**src/verilog/cmp_skip_regs.svh**
```systemverilog
`ifndef CMP_SKIP_REGS_SVH
`define CMP_SKIP_REGS_SVH
`define OPC_HI 4'h6
`define OPC_LESS 3'h0
`define OPC_EQUAL 3'h1
`define OPC_GREATER 3'h2
`define OPC_LSB 9
`define ABIT_POS 8
`define ACCESS_SPLIT 8'h80
`define ACCESS_HI_BANK 4'hf
`endif

```
**src/verilog/cmp_skip_pkg.sv**
```systemverilog
package cmp_skip_pkg;
    typedef enum logic [1:0] {
        PH_Q1,
        PH_Q2,
        PH_Q3,
        PH_Q4
    } phase_e;
    typedef enum logic [1:0] {
        ST_EXEC,
        ST_IDLE1,
        ST_IDLE2
    } slot_e;
    typedef enum logic [1:0] {
        OP_NONE,
        OP_LESS,
        OP_EQUAL,
        OP_GREATER
    } cmp_op_e;
endpackage

```
**src/verilog/compare_skip_instructions.sv**
```systemverilog
`timescale 1ns/10ps
`include "cmp_skip_regs.svh"
// Behaviour
// - greater opcode 0110010a, skip when f exceeds accumulator
// - equal compare skips next when values match
// - equal opcode is 0110001a plus address
// - less opcode 0110000a, skip when f below accumulator
// - less decided by unsigned subtraction
// - addressed file register compared with accumulator
// - less skip discards fetched word, idle slot
// - greater skip discards fetched word, idle slot
// - a=0 selects access bank, ignores bank select
// - a=1 forms address using bank select register
// - one word, one cycle, two when skipping
// - skipping two-word instruction takes three cycles
// - two-word skip idles two full cycles
// - status flags never changed
module compare_skip_instructions (
    input wire logic clk_i,
    input wire logic rst_n_i,
    input wire logic [15:0] instr_i,
    input wire logic instr_valid_i,
    input wire logic next_two_word_i,
    input wire logic [7:0] accumulator_reg_i,
    input wire logic [3:0] bank_select_reg_i,
    input wire logic [7:0] file_data_i,
    output logic [1:0] phase_o,
    output logic [11:0] file_addr_o,
    output logic file_rd_o,
    output logic skip_taken_o,
    output logic idle_slot_o,
    output logic busy_o,
    output logic file_wr_o,
    output logic status_wr_o
);
    cmp_skip_pkg::phase_e phase_q, phase_d;
    cmp_skip_pkg::slot_e slot_q, slot_d;
    cmp_skip_pkg::cmp_op_e op_q, op_d;
    cmp_skip_pkg::cmp_op_e op_new;
    logic [11:0] addr_q, addr_d;
    logic rd_q, rd_d;
    logic skip_q, skip_d;
    logic idle_q, idle_d;
    logic busy_q, busy_d;
    logic two_q, two_d;
    logic file_wr_q, file_wr_d;
    logic status_wr_q, status_wr_d;
    logic [8:0] diff;
    logic cycle_end;
    logic exec_slot;
    logic fetch_now;

    function automatic cmp_skip_pkg::cmp_op_e decode_op(input logic [15:0] w);
        decode_op = cmp_skip_pkg::OP_NONE;
        if (w[15:12] == `OPC_HI) begin
            case (w[11:`OPC_LSB])
                `OPC_LESS: decode_op = cmp_skip_pkg::OP_LESS;
                `OPC_EQUAL: decode_op = cmp_skip_pkg::OP_EQUAL;
                `OPC_GREATER: decode_op = cmp_skip_pkg::OP_GREATER;
                default: decode_op = cmp_skip_pkg::OP_NONE;
            endcase
        end
    endfunction

    function automatic logic [11:0] form_addr(input logic a, input logic [7:0] f,
                                              input logic [3:0] bank);
        if (a) begin
            form_addr = {bank, f};
        end else if (f < `ACCESS_SPLIT) begin
            form_addr = {4'h0, f};
        end else begin
            form_addr = {`ACCESS_HI_BANK, f};
        end
    endfunction

    function automatic logic skip_test(input cmp_skip_pkg::cmp_op_e op,
                                       input logic [8:0] d);
        case (op)
            cmp_skip_pkg::OP_LESS: skip_test = d[8];
            cmp_skip_pkg::OP_EQUAL: skip_test = d == 9'h000;
            cmp_skip_pkg::OP_GREATER: skip_test = !d[8] && d != 9'h000;
            default: skip_test = 1'b0;
        endcase
    endfunction

    // unsigned: bit 8 is the borrow of f minus accumulator, so 8'h80 is large, not negative
    assign diff = {1'b0, file_data_i} - {1'b0, accumulator_reg_i};

    // a cycle ends in Q4; it fetches unless a skip still owes an idle cycle
    always_comb begin
        cycle_end = phase_q == cmp_skip_pkg::PH_Q4;
        exec_slot = slot_q == cmp_skip_pkg::ST_EXEC;
        fetch_now = cycle_end && !(exec_slot && skip_q) &&
                    !(slot_q == cmp_skip_pkg::ST_IDLE1 && two_q);
        op_new = instr_valid_i ? decode_op(instr_i) : cmp_skip_pkg::OP_NONE;
    end

    // every clock is one phase, four make an instruction cycle
    always_comb begin
        phase_d = cmp_skip_pkg::phase_e'(phase_q + 2'h1);
    end

    always_ff @(posedge clk_i or negedge rst_n_i) begin
        if (!rst_n_i) begin
            phase_q <= cmp_skip_pkg::PH_Q4;
        end else begin
            phase_q <= phase_d;
        end
    end

    always_comb begin
        slot_d = slot_q;
        idle_d = idle_q;
        busy_d = busy_q;
        two_d = two_q;
        case (slot_q)
            cmp_skip_pkg::ST_EXEC: begin
                if (phase_q == cmp_skip_pkg::PH_Q2) begin
                    // taken with the operands, so the skip length is fixed before Q3
                    two_d = next_two_word_i;
                end
                if (cycle_end && skip_q) begin
                    slot_d = cmp_skip_pkg::ST_IDLE1;
                    idle_d = 1'b1;
                    busy_d = 1'b1;
                end
            end
            cmp_skip_pkg::ST_IDLE1: begin
                if (cycle_end && two_q) begin
                    slot_d = cmp_skip_pkg::ST_IDLE2;
                    idle_d = 1'b1;
                end
            end
            default: begin
                slot_d = slot_q;
            end
        endcase
        if (fetch_now) begin
            slot_d = cmp_skip_pkg::ST_EXEC;
            idle_d = 1'b0;
            busy_d = op_new != cmp_skip_pkg::OP_NONE;
            two_d = 1'b0;
        end
    end

    always_ff @(posedge clk_i or negedge rst_n_i) begin
        if (!rst_n_i) begin
            slot_q <= cmp_skip_pkg::ST_EXEC;
            idle_q <= 1'b0;
            busy_q <= 1'b0;
            two_q <= 1'b0;
        end else begin
            slot_q <= slot_d;
            idle_q <= idle_d;
            busy_q <= busy_d;
            two_q <= two_d;
        end
    end

    always_comb begin
        op_d = op_q;
        addr_d = addr_q;
        if (fetch_now) begin
            op_d = op_new;
            addr_d = form_addr(instr_i[`ABIT_POS], instr_i[7:0], bank_select_reg_i);
        end
    end

    always_ff @(posedge clk_i or negedge rst_n_i) begin
        if (!rst_n_i) begin
            op_q <= cmp_skip_pkg::OP_NONE;
            addr_q <= 12'h000;
        end else begin
            op_q <= op_d;
            addr_q <= addr_d;
        end
    end

    always_comb begin
        rd_d = 1'b0;
        skip_d = skip_q;
        case (phase_q)
            cmp_skip_pkg::PH_Q1: begin
                rd_d = exec_slot && op_q != cmp_skip_pkg::OP_NONE;
            end
            cmp_skip_pkg::PH_Q2: begin
                if (exec_slot) begin
                    skip_d = skip_test(op_q, diff);
                end
            end
            cmp_skip_pkg::PH_Q4: begin
                skip_d = 1'b0;
            end
            default: begin
                // Q3 only holds the decision; there is no write-back in Q4
                skip_d = skip_q;
            end
        endcase
    end

    always_ff @(posedge clk_i or negedge rst_n_i) begin
        if (!rst_n_i) begin
            rd_q <= 1'b0;
            skip_q <= 1'b0;
        end else begin
            rd_q <= rd_d;
            skip_q <= skip_d;
        end
    end

    // held low by flops so the write strobes are as clean as the other outputs
    always_comb begin
        file_wr_d = 1'b0;
        status_wr_d = 1'b0;
    end

    always_ff @(posedge clk_i or negedge rst_n_i) begin
        if (!rst_n_i) begin
            file_wr_q <= 1'b0;
            status_wr_q <= 1'b0;
        end else begin
            file_wr_q <= file_wr_d;
            status_wr_q <= status_wr_d;
        end
    end

    assign phase_o = phase_q;
    assign file_addr_o = addr_q;
    assign file_rd_o = rd_q;
    assign skip_taken_o = skip_q;
    assign idle_slot_o = idle_q;
    assign busy_o = busy_q;
    assign file_wr_o = file_wr_q;
    assign status_wr_o = status_wr_q;
endmodule

```
**config.mk**
```make
export PLATFORM = sky130hd
export DESIGN_NAME = compare_skip_instructions
export DESIGN_NICKNAME = d
export VERILOG_FILES = /design/src/verilog/cmp_skip_pkg.sv /design/src/verilog/compare_skip_instructions.sv
export VERILOG_INCLUDE_DIRS = /design/src /design/src/verilog
export SDC_FILE = /design/constraint.sdc
export NUM_CORES = 1
export LEC_CHECK = 0
export ABC_AREA = 1
export BUFFER_PORTS_ARGS = -buffer_cell sky130_fd_sc_hd__buf_2
export CORE_UTILIZATION = 30
export DETAILED_ROUTE_END_ITERATION = 16
export PLACE_DENSITY = 0.64
export SLEW_MARGIN = 30
export SYNTH_ARGS = -nofsm -noshare
export SYNTH_HDL_FRONTEND = slang
export SYNTH_SLANG_ARGS = --single-unit
export TNS_END_PERCENT = 1
```
**constraint.sdc**
```tcl
create_clock -name clk_i -period 2 [get_ports clk_i]
set_input_delay 0.5 -clock clk_i [delete_from_list [all_inputs] [get_ports clk_i]]
set_output_delay 0.5 -clock clk_i [all_outputs]
set_load 0.02 [all_outputs]
```
==> results.py <==
metrics = {
    "detailed_routing": {
        "drtAntennaViolNets": 0,
        "via_per_inst": 4.19,
        "wl_mm": 3.06,
        "vias": 1433,
        "wire_per_inst_microns": 8.94,
        "drc_errors": 0,
        "dr.pass1.iters": 4,
        "drt_iter0_markers": 43,
    },
    "flow_run": {
        "cap_violations": 0,
    },
    "die": {
        "die-area_sq_um": 5410,
        "die_w_microns": 73.5,
        "rows": 25,
        "io_pins": 60,
        "die_y_microns": 73.5,
        "core_sq_um": 4820,
        "initial_core_util_pct": 31.9,
    },
    "global_routing": {
        "grtUsageTotal_pct": 11.9,
        "grtUsageMet1_pct": 16.3,
        "grt_util_met2_pct": 19.4,
        "grt_pass1_vias": 1270,
        "grt_pass1_wl_mm": 5.16,
        "met3_usage_pct": 2.47,
        "grt_start_max_net_pins": 24,
        "overflow": 0,
        "grt-busiest-layer": "met2",
        "antenna_found_initial": 0,
    },
    "timing": {
        "finalHoldViolations": 0,
        "slew_headroom_pct": 65.4,
        "fin_setup_tns_ns": 0,
        "slew_violations": 0,
        "timing.fmax_mhz": 544,
        "rsz0062_at_grt": "no",
        "fin_skew_ns": 0.00688,
        "fin_crit_ns": 1.84,
        "setup_ws_ns": 0.162,
        "worst_pin_slew_ns": 0.518,
        "period_share_pct": 91.9,
        "setup_viol": 0,
    },
    "setup_path": {
        "crit_path_start_kind": "input pin",
        "worstPathArrival_ns": 2.00,
        "reg2regPathDepth": 8,
        "r2r_start": "phase_o[0]$_DFF_PN1_",
        "r2r_end": "file_addr_o[0]$_DFFE_PN0P_",
        "critPathRequiredTime_ns": 2.16,
        "ff2ff_setup_slack_ns": 0.26,
        "path_class": "in -> reg",
        "end_kind": "register",
        "cp_max_fo": 2,
    },
    "logic_synthesis": {
        "synth_top_cell_area_share_pct": 34.2,
        "syn_inst": 212,
        "synth_top_area_cell": "dfrtp_1",
        "syn_avg_cell_area_sq_um": 7.24,
        "ys_ff_latch": 23,
        "ys.warnings.count": 0,
        "syn-cell-area_sq_um": 1540,
        "synth.distinct_cells": 27,
        "synth_area_leaders": "dfrtp_1 34%, nand2_1 18%, ha_1 9.0%, inv_1 8.6%, nand3_1 4.2%",
        "ys_seq_area_share_pct": 37.7,
    },
    "pwr": {
        "power_mw": 1.12,
        "ir_drop_v": 0.000488,
        "leakagePower_nw": 1.15,
        "powerDensity_nw_per_um2": 564,
    },
    "clock_network": {
        "cts_sinks": 23,
        "cts_root_buf": "clkbuf_8",
        "insertion_delay_ns": 0.26,
        "clkTransAtPathRegs_ns": 0.09,
        "htreeDepth": 1,
        "cts_tree": "built",
        "cts_buffers": 3,
        "clockBufferDepth": 2,
    },
    "finish": {
        "antennaDiodeCount": 0,
        "postLayoutCoreUtil_pct": 41.1,
        "drive_gt1_share_pct": 29.8,
        "nets": 328,
        "n_fill_cell": 517,
        "area_delta_synth_final_pct": 29.0,
        "final_area_sq_um": 1980,
    },
    "placed_design": {
        "placedInstanceArea_sq_um": 1910,
        "dpl_worst_slack_ns": -0.190,
        "portBuffers": 57,
        "hpwlAfterDp_mm": 2.46,
        "routabilityCongestion": 0.749,
    },
    "hold_path": {
        "hp-class": "in -> async",
    },
    "run_status": {
        "outcome": "completed",
    },
}
==> where the power goes <==
group          switching (mW)  internal (mW)
sequential             0.0174          0.497
clock                   0.151          0.139
combinational           0.182          0.131
total                   0.350          0.767
==> synth_stat cells <==
library cell   n
nand2_2        2
dfrtp_1       21
o21a_1         5
a21oi_4        1
nand3b_1       1
nor4_1         1
nand3_1       13
o31ai_1        1
conb_1         1
mux2_2         1
inv_1         35
nand4_1        3
dfstp_2        2
inv_2          1
fa_1           1
nor2_2         2
ha_1          11
nand3_2        1
buf_6          1
o211ai_1       1
nand2_1       72
o31a_1         1
o21ai_0        3
a21oi_1       10
nor2_1        16
buf_2          2
buf_4          3
==> metal layers <==
metal | up-vias | part of all wire [%]
li1 | 781 | -
met1 | 605 | 50
met2 | 47 | 44
met3 | 0 | 5.9
met4 | 0 | 0
met5 | - | 0
==> cell type report <==
cell class | count | area [sq um] | area share [%]
Timing Repair Buffer | 64 | 338 | 17.1
Clock inverter | 1 | 5.00 | 0.253
Inverter | 36 | 135 | 6.82
Multi-Input combinational cell | 148 | 800 | 40.4
Tap cell | 67 | 83.8 | 4.23
Sequential cell | 23 | 578 | 29.2
Clock buffer | 3 | 41.3 | 2.08
==> worst max-delay path by stage <==
stage,slack (ns),startpoint,cells after the start,to
after floorplan,0.03,file_data_i[0],14,skip_taken_o$_DFFE_PN0P_
after CTS,0.1,accumulator_reg_i[0],15,skip_taken_o$_DFFE_PN0P_
after global placement,-0.15,accumulator_reg_i[0],14,skip_taken_o$_DFFE_PN0P_
after global routing,0.002,file_data_i[0],16,skip_taken_o$_DFFE_PN0P_
final,0.16,file_data_i[0],15,skip_taken_o$_DFFE_PN0P_
after detailed placement,-0.19,accumulator_reg_i[0],15,skip_taken_o$_DFFE_PN0P_
==> logic make-up (layout without fill, tap and decap cells) <==
kind of cell             after synthesis  in the layout  share of synthesized area, %
AND/OR/NAND/NOR                      111            111                          30.2
buffers and inverters                 42            104                          11.7
flip-flops                            23             23                          37.7
AO/OA/AOI/OAI                         22             22                          9.29
adder cells (fa/ha/maj)               12             12                          10.3
other                                  1              2                         0.244
multiplexers                           1              1                         0.733
==> state kept, by name (all words and copies together), names as in the netlist, 2 cells and up <==
name,flops
op_q,2
phase_o,2
slot_q,2
file_addr_o,12
==> stage by stage <==
| stage | cells | hold WS [ns] |
|---|---|---|
| 2_1_floorplan | 213 | 0.204 |
| 3_3_place_gp | 337 | 0.460 |
| 3_5_place_dp | 337 | 0.463 |
| 4_1_cts | 341 | 0.210 |
| 5_1_grt | 342 | 0.228 |
| 6_report | 342 | 0.199 |
==> placed cells by master, fill, tap and decap left out, types with 3 or more instances in the layout <==
cell type  netlist  final
nand2_1         72     71
nand3_1         13     13
a21oi_1         10     10
o21ai_0          3      3
inv_1           35     34
nor2_1          16     16
o21a_1           5      5
nand2_2          2      3
ha_1            11     10
buf_4            3      7
nand4_1          3      3
buf_2            2     57
clkbuf_8         0      3
dfrtp_1         21     21
==> what timing repair did <==
action | in CTS | in global routing
hold buffers | 0 | 0
endpoints found under the setup margin | 0 | 1
buffers inserted | 0 | 1
gates resized for setup | 0 | 5
==> worst max-delay path, cell delays in order <==
cell	delay, ns
buf_2	0.08
inv_2	0.04
ha_4	0.15
fa_2	0.52
nand2_2	0.05
nor2_2	0.07
nand2_1	0.06
nor2_2	0.07
nand2_1	0.07
nor2_1	0.10
nand3_1	0.07
nand3_1	0.08
nand2_1	0.05
nand2_1	0.05
nand2_1	0.04
Note: power is estimated with default switching activity, not from simulation.
